`config.mk`:
```
export PLATFORM = sky130hd
export DESIGN_NAME = utr_core
export DESIGN_NICKNAME = d
export VERILOG_FILES = /design/src/rtl/utr_pkg.sv /design/src/rtl/utr_fifo.sv /design/src/rtl/utr_core.sv
export SDC_FILE = /design/constraint.sdc
export NUM_CORES = 1
export LEC_CHECK = 0
export BUFFER_PORTS_ARGS = -buffer_cell sky130_fd_sc_hd__buf_2
export CORE_MARGIN = 2
export CORE_UTILIZATION = 30
export DETAILED_ROUTE_END_ITERATION = 8
export GPL_ROUTABILITY_DRIVEN = 0
export PLACE_DENSITY = 0.42
export SYNTH_ARGS = -nofsm -noshare
export SYNTH_HDL_FRONTEND = slang
export SYNTH_SLANG_ARGS = --single-unit
```
`constraint.sdc`:
```
create_clock -name clk_in -period 4.8 [get_ports clk_in]
set_input_delay 0.48 -clock clk_in [delete_from_list [all_inputs] [get_ports clk_in]]
set_output_delay 0.48 -clock clk_in [all_outputs]
set_load 0.1 [all_outputs]
```
`src/rtl/utr_pkg.sv`:
```
package utr_pkg;

  // ==========================================================
  // Register map
  localparam logic [15:0] UTR_OFS_MODE = 16'hFF50;
  localparam logic [15:0] UTR_OFS_RXB = 16'hFF52;
  localparam logic [15:0] UTR_OFS_ERR = 16'hFF53;
  localparam logic [15:0] UTR_OFS_TXB = 16'hFF54;
  localparam logic [15:0] UTR_OFS_TXS = 16'hFF55;

  localparam logic [7:0] UTR_MODE_RST = 8'h01;
  localparam logic [7:0] UTR_RXB_RST = 8'hFF;
  localparam logic [7:0] UTR_TXB_RST = 8'hFF;

  // ==========================================================
  // Field positions
  localparam int UTR_MODE_POWER = 7;
  localparam int UTR_MODE_TXE = 6;
  localparam int UTR_MODE_RXE = 5;
  localparam int UTR_MODE_PS_HI = 4;
  localparam int UTR_MODE_PS_LO = 3;
  localparam int UTR_MODE_CL = 2;
  localparam int UTR_MODE_SL = 1;
  localparam int UTR_MODE_ROUTE = 0;
  localparam int UTR_ERR_PE = 2;
  localparam int UTR_ERR_FE = 1;
  localparam int UTR_ERR_OVE = 0;
  localparam int UTR_TXS_FULL = 1;
  localparam int UTR_TXS_BUSY = 0;

  // ==========================================================
  // Timing and sizes
  localparam int UTR_BIT_CYCLES = 16;
  localparam int UTR_FIFO_DEPTH = 8;
  localparam int UTR_FIFO_WIDTH = 10;
  localparam int UTR_FRAME_W = 12;

  typedef enum logic [1:0] {
    UTR_PAR_NONE = 2'b00,
    UTR_PAR_ZERO = 2'b01,
    UTR_PAR_ODD = 2'b10,
    UTR_PAR_EVEN = 2'b11
  } utr_parity_e;

  typedef enum logic [2:0] {
    UTR_RX_IDLE = 3'b000,
    UTR_RX_START = 3'b001,
    UTR_RX_DATA = 3'b010,
    UTR_RX_PAR = 3'b011,
    UTR_RX_STOP = 3'b100
  } utr_rx_e;

  // Unused data bits are zero, so one XOR serves both lengths
  function automatic logic utr_parity(input logic [7:0] b,
                                      input logic [1:0] ps);
    case (ps)
      UTR_PAR_ODD: return ~^b;
      UTR_PAR_EVEN: return ^b;
      default: return 1'b0;
    endcase
  endfunction

  function automatic logic utr_hit(input logic [15:0] a,
                                   input logic [15:0] o);
    return a == o;
  endfunction

endpackage

```
`src/rtl/utr_fifo.sv`:
```
`timescale 1ns/100ps
module utr_fifo #(
  parameter int WIDTH = utr_pkg::UTR_FIFO_WIDTH,
  parameter int DEPTH = utr_pkg::UTR_FIFO_DEPTH
) (
  // Clock and reset
  input wire logic clk_in,
  input wire logic rst_n_in,
  input wire logic clear_in,
  // Fill side
  input wire logic in_valid_in,
  output logic in_ready_out,
  input wire logic [WIDTH-1:0] in_data_in,
  // Drain side
  output logic out_valid_out,
  input wire logic out_ready_in,
  output logic [WIDTH-1:0] out_data_out
);
  import utr_pkg::*;

  localparam int AW = (DEPTH > 1) ? $clog2(DEPTH) : 1;

  typedef struct packed {
    logic [DEPTH-1:0][WIDTH-1:0] mem;
    logic [AW-1:0] wp;
    logic [AW-1:0] rp;
    logic [AW:0] cnt;
  } utr_fifo_s;

  utr_fifo_s q;
  utr_fifo_s d;
  logic push;
  logic pop;

  function automatic logic [AW-1:0] utr_inc(input logic [AW-1:0] p);
    return (p == AW'(DEPTH - 1)) ? '0 : AW'(p + 1'b1);
  endfunction

  assign in_ready_out = q.cnt != (AW + 1)'(DEPTH);
  assign out_valid_out = q.cnt != '0;
  assign out_data_out = q.mem[q.rp];
  assign push = in_valid_in && in_ready_out;
  assign pop = out_valid_out && out_ready_in;

  // ==========================================================
  // Next state
  always_comb begin
    d = q;
    if (clear_in) begin
      d.wp = '0;
      d.rp = '0;
      d.cnt = '0;
    end else begin
      if (push) begin
        d.mem[q.wp] = in_data_in;
        d.wp = utr_inc(q.wp);
      end
      if (pop) begin
        d.rp = utr_inc(q.rp);
      end
      d.cnt = (AW + 1)'(q.cnt + (AW + 1)'(push) - (AW + 1)'(pop));
    end
  end

  always_ff @(posedge clk_in or negedge rst_n_in) begin
    if (!rst_n_in) begin
      q <= '0;
    end else begin
      q <= d;
    end
  end

endmodule

```
`src/rtl/utr_core.sv`:
```
`timescale 1ns/100ps
module utr_core #(
  parameter int BIT_CYCLES = utr_pkg::UTR_BIT_CYCLES,
  parameter int FIFO_DEPTH = utr_pkg::UTR_FIFO_DEPTH
) (
  // Clock and reset
  input wire logic clk_in,
  input wire logic rst_n_in,
  // CPU register port
  input wire logic [15:0] reg_addr_in,
  input wire logic reg_wr_in,
  input wire logic reg_rd_in,
  input wire logic [7:0] reg_wdata_in,
  output logic [7:0] reg_rdata_out,
  // Serial link
  input wire logic serial_in_pin_in,
  output logic serial_out_pin_out,
  // Bit order
  input wire logic msb_first_in,
  // Interrupt requests
  output logic rx_done_irq_out,
  output logic rx_error_irq_out,
  output logic tx_done_irq_out
);
  import utr_pkg::*;

  localparam int CW = (BIT_CYCLES > 1) ? $clog2(BIT_CYCLES) : 1;
  localparam logic [CW-1:0] CNT_LAST = CW'(BIT_CYCLES - 1);
  localparam logic [CW-1:0] CNT_HALF = CW'(BIT_CYCLES / 2 - 1);

  // ==========================================================
  // State
  typedef struct packed {
    logic [7:0] mode;
    logic [7:0] txb;
    logic [7:0] rdata;
  } utr_regs_s;

  typedef struct packed {
    utr_rx_e rx_state;
    logic [CW-1:0] rx_cnt;
    logic [3:0] rx_bits;
    logic [7:0] rx_shifter;
    logic rx_par;
    logic [7:0] rx_holding_reg;
    logic rx_full;
    logic [2:0] rx_error_status;
    logic rx_done;
    logic rx_err_irq;
    logic [UTR_FRAME_W-1:0] tx_shifter;
    logic [CW-1:0] tx_cnt;
    logic [3:0] tx_bits;
    logic tx_busy;
    logic txbuf_full_flag;
    logic tx_out;
    logic tx_fin;
    logic tx_done;
  } utr_core_s;

  localparam utr_core_s CORE_RST = '{
    rx_state: UTR_RX_IDLE,
    rx_holding_reg: UTR_RXB_RST,
    tx_out: 1'b1,
    default: '0
  };

  utr_regs_s r;
  utr_regs_s rn;
  utr_core_s q;
  utr_core_s d;

  logic core_rst_n;
  logic power;
  logic tx_en;
  logic rx_en;
  logic len8;
  logic route;
  logic [1:0] ps;
  logic par_on;
  logic par_chk;
  logic rxd;
  logic rx_last;
  logic tx_last;
  logic wr_txb;
  logic rd_rxb;
  logic rd_err;
  logic [7:0] rx_data;
  logic rx_pe;
  logic rx_complete;
  logic rx_fe;
  logic overrun;
  logic pop;
  logic pop_err;
  logic fifo_in_ready;
  logic fifo_out_valid;
  logic [UTR_FIFO_WIDTH-1:0] fifo_out;
  logic [7:0] tx_data;
  logic [UTR_FRAME_W-1:0] tx_frame;
  logic [3:0] tx_count;
  logic tx_end;
  logic tx_load;

  // ==========================================================
  // Mode decode
  // Power gates the core state and receive queue through their async reset; the mode,
  // transmit buffer and read data registers stay on the chip reset so software can re-enable
  assign power = r.mode[UTR_MODE_POWER];
  assign core_rst_n = rst_n_in & power;
  assign tx_en = r.mode[UTR_MODE_TXE];
  assign rx_en = r.mode[UTR_MODE_RXE];
  assign ps = {r.mode[UTR_MODE_PS_HI], r.mode[UTR_MODE_PS_LO]};
  assign par_on = ps != UTR_PAR_NONE;
  assign par_chk = ps == UTR_PAR_ODD || ps == UTR_PAR_EVEN;
  assign len8 = r.mode[UTR_MODE_CL];
  assign route = r.mode[UTR_MODE_ROUTE];
  assign rxd = power ? serial_in_pin_in : 1'b1;
  assign rx_last = q.rx_cnt == CNT_LAST;
  assign tx_last = q.tx_cnt == CNT_LAST;
  assign wr_txb = reg_wr_in && utr_hit(reg_addr_in, UTR_OFS_TXB);
  assign rd_rxb = reg_rd_in && utr_hit(reg_addr_in, UTR_OFS_RXB);
  assign rd_err = reg_rd_in && utr_hit(reg_addr_in, UTR_OFS_ERR);

  // ==========================================================
  // Receive assembly
  always_comb begin
    if (len8) begin
      rx_data = q.rx_shifter;
    end else if (msb_first_in) begin
      rx_data = {q.rx_shifter[6:0], 1'b0};
    end else begin
      rx_data = {1'b0, q.rx_shifter[7:1]};
    end
  end

  assign rx_pe = par_chk && (q.rx_par != utr_parity(rx_data, ps));
  assign rx_complete = rx_en && q.rx_state == UTR_RX_STOP && rx_last;
  assign rx_fe = !rxd;
  assign overrun = rx_complete && !fifo_in_ready;
  assign pop = fifo_out_valid && !q.rx_full;
  assign pop_err = fifo_out[9] || fifo_out[8];

  // Holding slot drains the queue only once software has read it
  utr_fifo #(
    .WIDTH(UTR_FIFO_WIDTH),
    .DEPTH(FIFO_DEPTH)
  ) u_rx_fifo (
    .clk_in(clk_in),
    .rst_n_in(core_rst_n),
    .clear_in(!rx_en),
    .in_valid_in(rx_complete),
    .in_ready_out(fifo_in_ready),
    .in_data_in({rx_pe, rx_fe, rx_data}),
    .out_valid_out(fifo_out_valid),
    .out_ready_in(!q.rx_full),
    .out_data_out(fifo_out)
  );

  // ==========================================================
  // Transmit frame
  always_comb begin
    if (msb_first_in) begin
      tx_data = {<<{r.txb}};
    end else begin
      tx_data = r.txb;
    end
    if (!len8) begin
      tx_data[7] = 1'b0;
    end
    tx_frame = '1;
    tx_frame[0] = 1'b0;
    tx_frame[7:1] = tx_data[6:0];
    if (len8) begin
      tx_frame[8] = tx_data[7];
      tx_frame[9] = par_on ? utr_parity(tx_data, ps) : 1'b1;
    end else begin
      tx_frame[8] = par_on ? utr_parity(tx_data, ps) : 1'b1;
    end
    // Start, seven data bits and one stop bit, plus the options
    tx_count = 4'h9 + 4'(len8) + 4'(par_on)
               + 4'(r.mode[UTR_MODE_SL]);
  end

  assign tx_end = q.tx_busy && tx_last && q.tx_bits == 4'h1;
  assign tx_load = tx_en && q.txbuf_full_flag
                   && (!q.tx_busy || tx_end);

  // ==========================================================
  // Core next state
  always_comb begin
    d = q;
    d.rx_done = 1'b0;
    d.rx_err_irq = 1'b0;
    d.tx_fin = 1'b0;
    d.tx_done = q.tx_fin;
    d.rx_cnt = rx_last ? '0 : CW'(q.rx_cnt + 1'b1);
    if (!rx_en) begin
      d.rx_state = UTR_RX_IDLE;
      d.rx_cnt = '0;
      d.rx_bits = '0;
    end else begin
      case (q.rx_state)
        UTR_RX_IDLE: begin
          d.rx_cnt = '0;
          if (!rxd) begin
            d.rx_state = UTR_RX_START;
          end
        end
        UTR_RX_START: begin
          if (q.rx_cnt == CNT_HALF) begin
            d.rx_cnt = '0;
            d.rx_bits = '0;
            d.rx_state = rxd ? UTR_RX_IDLE : UTR_RX_DATA;
          end
        end
        UTR_RX_DATA: begin
          if (rx_last) begin
            d.rx_shifter = msb_first_in ? {q.rx_shifter[6:0], rxd}
                                        : {rxd, q.rx_shifter[7:1]};
            d.rx_bits = 4'(q.rx_bits + 1'b1);
            if (q.rx_bits == (len8 ? 4'h7 : 4'h6)) begin
              d.rx_state = par_on ? UTR_RX_PAR : UTR_RX_STOP;
            end
          end
        end
        UTR_RX_PAR: begin
          if (rx_last) begin
            d.rx_par = rxd;
            d.rx_state = UTR_RX_STOP;
          end
        end
        UTR_RX_STOP: begin
          // Only the first stop bit is checked
          if (rx_last) begin
            d.rx_state = UTR_RX_IDLE;
          end
        end
        default: d.rx_state = UTR_RX_IDLE;
      endcase
    end
    // Reads clear first so that a same-cycle event still sets
    if (rd_err) begin
      d.rx_error_status = '0;
    end
    if (rd_rxb) begin
      d.rx_full = 1'b0;
    end
    if (overrun) begin
      d.rx_error_status[UTR_ERR_OVE] = 1'b1;
      d.rx_done = route;
      d.rx_err_irq = !route;
    end
    if (pop) begin
      d.rx_holding_reg = fifo_out[7:0];
      d.rx_full = 1'b1;
      d.rx_error_status[UTR_ERR_PE] = q.rx_error_status[UTR_ERR_PE]
                                      | fifo_out[9];
      d.rx_error_status[UTR_ERR_FE] = q.rx_error_status[UTR_ERR_FE]
                                      | fifo_out[8];
      d.rx_done = !pop_err || route;
      d.rx_err_irq = pop_err && !route;
    end
    // Transmitter
    d.tx_cnt = (!q.tx_busy || tx_last) ? '0 : CW'(q.tx_cnt + 1'b1);
    if (q.tx_busy && tx_last) begin
      d.tx_shifter = {1'b1, q.tx_shifter[UTR_FRAME_W-1:1]};
      d.tx_bits = 4'(q.tx_bits - 1'b1);
      if (tx_end) begin
        d.tx_busy = 1'b0;
        d.tx_fin = 1'b1;
      end
    end
    if (tx_load) begin
      d.tx_shifter = tx_frame;
      d.tx_bits = tx_count;
      d.tx_busy = 1'b1;
      d.tx_cnt = '0;
      d.txbuf_full_flag = 1'b0;
    end
    if (wr_txb) begin
      d.txbuf_full_flag = 1'b1;
    end
    if (!tx_en) begin
      d.tx_busy = 1'b0;
      d.txbuf_full_flag = 1'b0;
      d.tx_fin = 1'b0;
    end
    d.tx_out = d.tx_busy ? d.tx_shifter[0] : 1'b1;
  end

  always_ff @(posedge clk_in or negedge core_rst_n) begin
    if (!core_rst_n) begin
      q <= CORE_RST;
    end else begin
      q <= d;
    end
  end

  // ==========================================================
  // Register file
  always_comb begin
    rn = r;
    if (reg_wr_in && utr_hit(reg_addr_in, UTR_OFS_MODE)) begin
      rn.mode = reg_wdata_in;
    end
    if (wr_txb) begin
      rn.txb = reg_wdata_in;
    end
    if (reg_rd_in) begin
      case (reg_addr_in)
        UTR_OFS_MODE: rn.rdata = r.mode;
        UTR_OFS_RXB: rn.rdata = q.rx_holding_reg;
        UTR_OFS_ERR: rn.rdata = {5'h00, q.rx_error_status};
        UTR_OFS_TXB: rn.rdata = r.txb;
        UTR_OFS_TXS: rn.rdata = {6'h00, q.txbuf_full_flag, q.tx_busy};
        default: rn.rdata = 8'h00;
      endcase
    end
  end

  always_ff @(posedge clk_in or negedge rst_n_in) begin
    if (!rst_n_in) begin
      r <= '{mode: UTR_MODE_RST, txb: UTR_TXB_RST, rdata: 8'h00};
    end else begin
      r <= rn;
    end
  end

  assign reg_rdata_out = r.rdata;
  assign serial_out_pin_out = q.tx_out;
  assign rx_done_irq_out = q.rx_done;
  assign rx_error_irq_out = q.rx_err_irq;
  assign tx_done_irq_out = q.tx_done;

  // ==========================================================
  // Checks
  chk_rx_lsb_seven: assert property (
    @(posedge clk_in) disable iff (!core_rst_n)
    (rx_complete && !overrun && !len8 && !msb_first_in)
    |-> !rx_data[7])
    else $error("7-bit LSB-first data has bit 7 set");

  chk_rx_msb_seven: assert property (
    @(posedge clk_in) disable iff (!core_rst_n)
    (rx_complete && !len8 && msb_first_in) |-> !rx_data[0])
    else $error("7-bit MSB-first data has bit 0 set");

  chk_overrun_drop: assert property (
    @(posedge clk_in) disable iff (!core_rst_n)
    (overrun && q.rx_full && !rd_rxb)
    |=> $stable(q.rx_holding_reg) && q.rx_error_status[UTR_ERR_OVE])
    else $error("overrun character reached the buffer");

  chk_rxbuf_readonly: assert property (
    @(posedge clk_in) disable iff (!core_rst_n)
    (reg_wr_in && utr_hit(reg_addr_in, UTR_OFS_RXB) && !pop)
    |=> $stable(q.rx_holding_reg))
    else $error("receive buffer changed by a write");

  chk_txbuf_write: assert property (
    @(posedge clk_in) disable iff (!core_rst_n)
    (wr_txb && tx_en) |=> (q.txbuf_full_flag || q.tx_busy)
    ##1 q.tx_busy)
    else $error("transmit buffer write did not start sending");

  chk_first_load: assert property (
    @(posedge clk_in) disable iff (!core_rst_n)
    (tx_en && !q.tx_busy && q.txbuf_full_flag)
    |=> q.tx_busy && !serial_out_pin_out && !q.txbuf_full_flag)
    else $error("first character not loaded at once");

  chk_load_before_done: assert property (
    @(posedge clk_in) disable iff (!core_rst_n)
    (tx_end && tx_load) |=> q.tx_busy ##1 tx_done_irq_out)
    else $error("continuous load not ahead of done pulse");

  chk_power_off: assert property (
    @(posedge clk_in) disable iff (!rst_n_in)
    !power |-> serial_out_pin_out && !q.rx_full && !q.tx_busy
    && q.rx_holding_reg == UTR_RXB_RST && q.rx_error_status == 3'h0)
    else $error("powered-off unit not held in reset");

  chk_tx_disable: assert property (
    @(posedge clk_in) disable iff (!core_rst_n)
    (!tx_en && $past(!tx_en)) |-> serial_out_pin_out && !q.tx_busy
    && !q.txbuf_full_flag)
    else $error("disabled transmitter still active");

  chk_rx_disable: assert property (
    @(posedge clk_in) disable iff (!core_rst_n)
    !rx_en |=> q.rx_state == UTR_RX_IDLE && !fifo_out_valid)
    else $error("disabled receiver not reset");

  chk_zero_parity: assert property (
    @(posedge clk_in) disable iff (!core_rst_n)
    (ps == UTR_PAR_ZERO) |-> !rx_pe)
    else $error("zero parity flagged an error");

  chk_err_route: assert property (
    @(posedge clk_in) disable iff (!core_rst_n)
    (pop && pop_err) |=> (rx_done_irq_out == $past(route))
    && (rx_error_irq_out == !$past(route)))
    else $error("receive error routed to the wrong interrupt");

  chk_start_low: assert property (
    @(posedge clk_in) disable iff (!core_rst_n)
    (rx_en && q.rx_state == UTR_RX_IDLE && !rxd)
    |=> q.rx_state == UTR_RX_START)
    else $error("low input did not start reception");

  chk_done_after_load: assert property (
    @(posedge clk_in) disable iff (!core_rst_n)
    (pop && !pop_err) |=> rx_done_irq_out && !rx_error_irq_out
    && q.rx_full && q.rx_holding_reg == $past(fifo_out[7:0]))
    else $error("clean character without done interrupt");

endmodule

```
* After elaboration in Yosys (flattened, before gate mapping) *
Index checks and enable logic that the tools add are counted.

storage, ports and cells
  register bits after elaboration = 173
  word-level logic and storage cells = 177

cells by class
  add/sub/neg operators = 11
  $lt $le $gt $ge = 3
  eq/ne operators = 30
  muxes and demuxes = 53
  bitwise logic cells = 3
  reduce and logical (&&, ||, !) cells = 43

operators with widths
  cell                                                            number
  80-bit bitwise mux                                              1
  16-bit == test (second input constant)                          5
  8-bit one-hot mux with 5 select lines                           1
  3-bit 2-to-1 mux                                                13
  8-bit 2-to-1 mux                                                4
  10-bit binary-select mux with 3-bit select                      1
  10-bit demux with 3-bit select                                  1
  10-bit 2-to-1 mux                                               3
  12-bit 2-to-1 mux                                               2
  11-bit 2-to-1 mux                                               2
  22-bit 2-to-1 mux                                               1
  3-bit != test (second input constant)                           6
  1-bit logical AND                                               16
  4-bit one-hot mux with 2 select lines                           2
  8-bit XNOR reduction                                            2
  8-bit parity                                                    2
  3-bit one-hot mux with 5 select lines                           1
  1-bit 2-to-1 mux                                                13
  4-bit by 1-bit adder with 4-bit output                          3
  4-bit by 1-bit adder with 4-bit output (second input constant)  3
  2-bit nonzero test                                              5
  3-bit == test (second input constant)                           3
  3-bit AND reduction                                             3
  4-bit == test (second input constant)                           2
  28 further kinds                                                48

* Depth between registers and ports, before layout *
Gate-level depths: netlist (run 1).

  word-level depth = 10
  gate-level depth with buffers = 11
  gate-level depth less buffers = 10

* By module *
From an unflattened synthesis (run 1), not the netlist that was laid out.

unflattened totals
  cells, all modules = 717
  area, all modules = 8904.8 µm²

by module, submodules not included
  module    instances  cells an instance  area each (µm²)  sequential area each (µm²)
  utr_core  1          441                4634.4           2099.5
  utr_fifo  1          276                4270.3           2252.2

* Worst setup path before layout (run 1) *
OpenSTA, ideal clock, no wires.

  kind = reg-to-reg
  start = reg u_rx_fifo.q[2] (netlist bit)
  end = reg u_rx_fifo.q[2] (netlist bit)
  setup time = 0.119 ns
  data arrival time = 2.318 ns
  required time = 4.681 ns
  setup slack = 2.363 ns
  cell stages (with the launch flop) = 11
  buffers on the path = 1
  cell sequence = dfrtp_1 inv_1 ha_1 a21oi_1 clkbuf_1 ha_1 inv_1 ha_1 fa_1 xor2_1 and2_1

RTL lines
  what                      RTL line        source
  start: declaration        utr_fifo.sv:30  utr_fifo_s q;
  start signal: assignment  utr_fifo.sv:67  q <= '0;
  start signal: assignment  utr_fifo.sv:69  q <= d;

* Worst setup path in the final report (run 1) *
  start = reg r, in the netlist len8
  end = reg u_rx_fifo.q[39] (netlist bit)

between the ends
  longest elaborated chain between the ends = 6

ends and longest elaborated chain
  what                                                  RTL line                      source
  start: declaration                                    utr_core.sv:67                utr_regs_s r;
  start signal: assignment                              utr_core.sv:322               r <= '{mode: UTR_MODE_RST, txb: UTR_TXB_RST, rdata: 8'h00};
  start signal: assignment                              utr_core.sv:324               r <= rn;
  8-bit 2-to-1 mux (*)                                  utr_core.sv:126               if (len8) begin
  8-bit parity or 8-bit XNOR reduction (tied branches)  utr_pkg.sv:58, utr_pkg.sv:57
  1-bit one-hot mux with 2 select lines (*)             utr_pkg.sv:56                 case (ps)
  1-bit != test (*)                                     utr_core.sv:135               assign rx_pe = par_chk && (q.rx_par != utr_parity(rx_data, ps));
  1-bit logical AND (*)                                 utr_core.sv:135
  80-bit bitwise mux (*)                                utr_fifo.sv:55                d.mem[q.wp] = in_data_in;

Mark *: on every way between the ends. The rest lies on a longest branch, timed or not.
A chain may end at the register's enable or synchronous reset.

==> results_dict.tcl, run 1 <==
set metrics [dict create \
    slew_violations 0 \
    die_w_um 173.7 \
    multi_input_comb_area_um2 3974 \
    hpwlAfterDp_um 14520 \
    ctsResizeCount 0 \
    crit_type "reg -> reg" \
    synth_cells 822 \
    cp_data_required_time_ns 5.08 \
    synth_compound_area_frac 0.1238 \
    synth.yosys.seq_area_share 0.5036 \
    yosysTopAreaCellShare 0.4489 \
    grt_usage 0.1484 \
    fin_crit_ns 2.993 \
    startpoint_type "flop" \
    ioPinCount 42 \
    p_clk_frac 0.478 \
    clkTransAtPathRegs_ns 0.08 \
    worstMarginPinSlew_ns 1.198 \
    critPathMaxStageDelay_ns 0.71 \
    yosys.area.top_type "dfrtp_1" \
    synth_edf_count 0 \
    worstPathArrival_ns 3.28 \
    synth_simple_gate_area_frac 0.1429 \
    cts_setup_buffers 0 \
    vias 5982 \
    ys_warn_count 0 \
    hp-class "in -> async" \
    hold_viol_final 0 \
    antenna_found_initial 0 \
    cts_tree "built" \
    slew-limit-headroom 0.2011 \
    insertion_delay_ns 0.43 \
    ir_drop_mv 0.2815 \
    coreArea_um2 28550 \
    synth_mux_area_frac 0.1351 \
    leakage_nw 4.574 \
    max_freq_mhz 334.1 \
    fillers 2951 \
    rows 62 \
    via_per_inst 4.816 \
    avgSynthCellArea_um2 10.51 \
    ys_ff_latch 173 \
    synth_area_leaders "dfrtp_1 (45%), nand2_1 (5.8%), dfstp_2 (5.5%), o21ai_0 (5.4%), mux4_2 (5.2%)" \
    synth_area_um2 8641 \
    drt_wl_total_um 21550 \
    crit_slowest_cell "dfrtp_1" \
    power.switching_mw 0.7237 \
    cp-end-kind "flop" \
    grt_pass1_vias 5981 \
    final_antenna_net_count 0 \
    die_area_um2 30180 \
    die_h_um 173.7 \
    synthAdderAreaFrac 0.02693 \
    grt_pass1_wl_um 34840 \
    numCtsBuffers 17 \
    p_sw_frac 0.2490 \
    area_growth_pct 13.31 \
    grt_max_degree 68 \
    design_area_um2 9791 \
    setup_viol 0 \
    outcome "complete, no violations" \
    clkSinkCount 173 \
    synthXorXnorAreaFrac 0.03041 \
    drt_iter0_markers 332 \
    yosysMostFrequentCell "dfrtp_1" \
    post-route-period-util 0.6235 \
    wl_per_cell_um 17.35 \
    synth_top_family_by_area "simple AND/OR/NAND/NOR gates" \
    hold_slack_ns 0.06596 \
    p_per_area_nw_per_um2 296.8 \
    portBuffers 41 \
    intPower_mw 2.182 \
    synth.distinct_cells 64 \
    drv_cap 0 \
    synth-main-ff-cell "dfrtp_1" \
    path_max_fanout 15 \
    initial_utilization 0.3027 \
    post-route-util 0.3430 \
    nNetsFinal 893 \
    dpl_cell_area_um2 9199 \
    clock_skew_ns 0.01540 \
    path_cells "buf_4, mux2i_4, xnor3_1, xnor2_2, xnor2_1, o31ai_1" \
    ys_top_cells_by_count "dfrtp_1 (155), nand2_1 (134), o21ai_0 (94)" \
    cts_root_buffer "clkbuf_16" \
    rsz0062_at_grt "no" \
    finalNonFillerCells 1242 \
    drive_gt1_frac 0.1900 \
    mappedNetlistNets 870 \
    fin_tns_setup_ns 0 \
    pwr-share-seq 0.502 \
    drcViolationCount 0 \
    cts_hold_buffers 0 \
    dp.cells 1210 \
    num_antenna_cells 0 \
    grt-ovfl-total 0 \
    h-tree-depth 4 \
    clock_path_buffers 2 \
    async_flop_share 1.000 \
    regArea_um2 4352 \
    firstDrtPassIters 4 \
    comb_power_share 0.020 \
]
## metrics by stage
stage	setup slack, ns	total power [mW]
floorplan	1.880	1.524
global placement	1.539	1.547
detailed placement	1.506	1.547
CTS	1.775	2.961
global route	1.579	3.019
finish	1.807	2.906
## cells by family (layout without fill, tap and decap cells)
| logic type | after synthesis | count (layout) |
|---|---|---|
| muxes | 86 | 86 |
| xor gates and xnor gates | 26 | 26 |
| DFF | 173 | 173 |
| AOI/OAI and AO/OA | 176 | 176 |
| adders and majority gates | 18 | 18 |
| and+or+nand+nor | 269 | 269 |
| buffers and inverters | 74 | 110 |
## area by class of cell
class | instances | area share
sequential | 173 | 0.4445
clock buffer | 17 | 0.04345
inverter | 24 | 0.009201
timing repair buffer | 54 | 0.03093
tap | 384 | 0.04907
clock inverter | 15 | 0.01700
multi-input combinational | 575 | 0.4059
## state kept, by name, summed over array words and instances (netlist names)
signal / cells
len8: 1
r: 12
ps: 2
rx_done_irq_out: 1
reg_rdata_out: 8
power: 1
rx_error_irq_out: 1
d: 1
serial_out_pin_out: 1
u_rx_fifo.q: 90
tx_done_irq_out: 1
q: 54
## critical path, delay by kind of cell (launching register included)
family / cells / cell delay (ns)
compound gates: 1 / 0.15
xor+xnor: 3 / 1.33
buf+inv: 1 / 0.30
flops: 1 / 0.71
mux: 1 / 0.36
## worst paths after layout
kind                       slack (ns)                            to        startpoint  depth (start not counted)
max in group asynchronous        2.96  serial_out_pin_out$_DFF_PN1_          rst_n_in                          3
min reg2reg                      0.36     tx_done_irq_out$_DFF_PN0_    d[0]$_DFF_PN0_                          0
max                              1.81   u_rx_fifo.q[39]$_DFFE_PN0P_  len8$_DFFE_PN0P_                          6
min in group clk_in              0.31             power$_DFFE_PN0P_   reg_wdata_in[7]                          2
min                              0.07  reg_rdata_out[3]$_DFFE_PN0P_          rst_n_in                          1
max reg2reg                      1.81   u_rx_fifo.q[39]$_DFFE_PN0P_  len8$_DFFE_PN0P_                          6
## per-layer routing
layer  vias to the layer above  global-route usage  wire length, µm
li1                       2955                   -                -
met1                      2933              0.2093            10730
met2                        84              0.2383            10080
met3                        10             0.02522              560
met4                         0             0.03571              167
met5                         -                   0                0
## power by group through the flow
stage,sequential [mW],clock [mW],combinational [mW]
2_1_floorplan,1.49,0,0.0361
3_3_place_gp,1.49,0,0.0596
3_5_place_dp,1.49,0,0.0594
4_1_cts,1.46,1.44,0.0595
5_1_grt,1.46,1.50,0.0639
6_report,1.46,1.39,0.0584
## layout by cell type, fill, tap and decap left out, types with 4 or more instances in the layout
| cell | instances |
|---|---|
| dfrtp_1 | 155 |
| nand2_1 | 134 |
| o21ai_0 | 94 |
| nor2_1 | 42 |
| buf_2 | 41 |
| mux2i_1 | 35 |
| mux2_2 | 28 |
| nand3_1 | 25 |
| inv_1 | 24 |
| mux4_2 | 20 |
| a21oi_1 | 20 |
| dfstp_2 | 18 |
| ha_1 | 17 |
| clkbuf_16 | 17 |
| xor2_1 | 16 |
| buf_4 | 13 |
| and2_1 | 11 |
| nor2b_1 | 10 |
| o31ai_1 | 10 |
| o211ai_1 | 8 |
| o22ai_1 | 8 |
| nor3_1 | 7 |
| xnor2_1 | 7 |
| and3_1 | 6 |
| nand4_1 | 5 |
| a222oi_1 | 5 |
| inv_8 | 5 |
| nor3b_1 | 4 |
| a21boi_0 | 4 |
| or3_1 | 4 |
| clkinv_4 | 4 |
No activity file was read; power rests on OpenSTA's default activity.
==> run 2, diff against run 1 <==
--- a/config.mk
+++ b/config.mk
@@ -10,7 +10,7 @@
 export CORE_UTILIZATION = 30
 export DETAILED_ROUTE_END_ITERATION = 8
 export GPL_ROUTABILITY_DRIVEN = 0
-export PLACE_DENSITY = 0.42
+export PLACE_DENSITY = 0.41
 export SYNTH_ARGS = -nofsm -noshare
 export SYNTH_HDL_FRONTEND = slang
 export SYNTH_SLANG_ARGS = --single-unit
==> constraint.sdc (replaced) <==
create_clock -name clk_in -period 3 [get_ports clk_in]
set_input_delay 0.3 -clock clk_in [delete_from_list [all_inputs] [get_ports clk_in]]
set_output_delay 0.3 -clock clk_in [all_outputs]
set_load 0.1 [all_outputs]
==> results_dict.tcl, run 2 (synthesis results as in run 1) <==
set metrics [dict create \
    area_growth_pct 15.06 \
    drcViolationCount 0 \
    highest_layer "met4" \
    grt_usage 0.1530 \
    dpl_cell_area_um2 9364 \
    p_sw_frac 0.2410 \
    p_clk_frac 0.471 \
    pwr-share-seq 0.507 \
    power.switching_mw 1.109 \
    setup_viol 0 \
    dp.cells 1227 \
    cts_root_buffer "clkbuf_16" \
    clock_path_buffers 2 \
    p_per_area_nw_per_um2 463.0 \
    ir_drop_mv 0.3741 \
    clock_skew_ns 0.01370 \
    hold_viol_final 0 \
    num_antenna_cells 0 \
    grt_pass1_wl_um 35870 \
    crit_type "reg -> reg" \
    drive_gt1_frac 0.2043 \
    final_antenna_net_count 0 \
    rsz0062_at_grt "no" \
    top_register "u_rx_fifo.q" \
    wl_met2_um 9917 \
    die_area_um2 30180 \
    wl_met3_um 581 \
    max_freq_mhz 392.0 \
    insertion_delay_ns 0.44 \
    worstMarginPinSlew_ns 0.8536 \
    cp_data_required_time_ns 3.33 \
    drt_wl_total_um 21900 \
    wl_per_cell_um 17.38 \
    slew-limit-headroom 0.4146 \
    path_max_fanout 15 \
    clkSinkCount 173 \
    slew_violations 0 \
    min_from "reg_wdata_in[1]" \
    leakage_nw 4.650 \
    hold_depth 2 \
    top_regs "u_rx_fifo.q x90, q x54, r x12" \
    antenna_found_initial 0 \
    vias 6140 \
    r2r_end "u_rx_fifo.q[49]$_DFFE_PN0P_" \
    coreArea_um2 28550 \
    via_per_inst 4.873 \
    drv_cap 0 \
    wl_met1_um 11110 \
    hpwlAfterDp_um 14840 \
    power_mw 4.604 \
    post-route-period-util 0.8503 \
    cts_tree "built" \
    grt_max_degree 56 \
    drt_iter0_markers 331 \
    hp-class "in -> reg" \
    rrSetupSlack_ns 0.45 \
    fin_crit_ns 2.551 \
    die_h_um 173.7 \
    ioPinCount 42 \
    numCtsBuffers 17 \
    initial_utilization 0.3027 \
    h-tree-depth 4 \
    clkTransAtPathRegs_ns 0.07 \
    die_w_um 173.7 \
    r2r_start "len8$_DFFE_PN0P_" \
    finalNonFillerCells 1260 \
    cp-end-kind "flop" \
    fin_tns_setup_ns 0 \
    outcome "complete, no violations" \
    r2r_cells 6 \
    grt_pass1_vias 6184 \
    rows 62 \
    hold_slack_ns 0.1190 \
    whs_endpoint "r[9]$_DFFE_PN1P_" \
    final_common_cell "dfrtp_1" \
    portBuffers 41 \
    comb_power_share 0.022 \
    design_area_um2 9942 \
    grt-ovfl-total 0 \
    mostFrequentLayoutCells "dfrtp_1 (155), nand2_1 (134), o21ai_0 (94)" \
    intPower_mw 3.494 \
    nNetsFinal 911 \
    startpoint_type "flop" \
    firstDrtPassIters 5 \
    largest_reg_flops 90 \
    worstPathArrival_ns 2.89 \
]
-- run 2: cell types whose count changed in the layout (fill, tap and decap cells not counted), moves of 2 or more --
| cell | change |
|---|---|
| buf_12 | +3 |
| clkinv_4 | -2 |
| buf_4 | +14 |
| clkinv_8 | -2 |
| clkinvlp_4 | +2 |
-- run 2: final cells by class --
cell class                 instances  area [µm²]
timing repair buffer              72       478.0
multi-input combinational        575        3974
tap                              384       480.5
fill                            2969       18610
inverter                          24       90.09
clock buffer                      19       442.9
clock inverter                    13       125.1
sequential                       173        4352
-- run 2: how the worst max path moves through the flow --
stage | slack [ns] | start | cells after the start | endpoint
final | 0.45 | len8$_DFFE_PN0P_ | 6 | u_rx_fifo.q[49]$_DFFE_PN0P_
after global routing | 0.26 | len8$_DFFE_PN0P_ | 6 | u_rx_fifo.q[39]$_DFFE_PN0P_
after CTS | 0.44 | len8$_DFFE_PN0P_ | 6 | u_rx_fifo.q[49]$_DFFE_PN0P_
after detailed placement | 0.46 | len8$_DFFE_PN0P_ | 6 | u_rx_fifo.q[49]$_DFFE_PN0P_
after global placement | 0.50 | msb_first_in | 8 | u_rx_fifo.q[29]$_DFFE_PN0P_
after floorplan | 0.20 | power$_DFFE_PN0P_ | 1 | d[0]$_DFF_PN0_
-- run 2: what timing repair did --
item | CTS | global route
hold endpoints to repair | 35 | 0
buffers inserted | 0 | 0
hold buffers | 1 | 0
gates resized for setup | 0 | 0
-- run 2: through the flow --
| stage | utilization | setup slack [ns] |
|---|---|---|
| after floorplan | - | 0.2009 |
| after global placement | 0.3280 | 0.4972 |
| after detailed placement | 0.3280 | 0.4559 |
| after CTS | 0.3483 | 0.4380 |
| after global routing | 0.3483 | 0.2589 |
| final | 0.3483 | 0.4490 |
-- run 2: power by group through the flow --
| stage | sequential (mW) | combinational (mW) | clock (mW) |
|---|---|---|---|
| 2_1_floorplan | 2.38 | 0.0577 | 0 |
| 3_3_place_gp | 2.38 | 0.103 | 0 |
| 3_5_place_dp | 2.38 | 0.102 | 0 |
| 4_1_cts | 2.34 | 0.103 | 2.24 |
| 5_1_grt | 2.34 | 0.110 | 2.34 |
| 6_report | 2.34 | 0.101 | 2.17 |
-- run 2: worst max-delay path, stage by stage, from the launching register on --
cell and delay, ns:
dfrtp_1 0.77, mux2i_4 0.46, xnor3_1 0.49, xnor2_2 0.15
xnor2_1 0.16, buf_4 0.18, o31ai_1 0.24
-- run 2: routing by layer --
layer  global-route usage  vias up
li1                     -     3000
met1               0.2204     3030
met2               0.2383       92
met3              0.02588       18
met4              0.04167        0
met5                    0        -
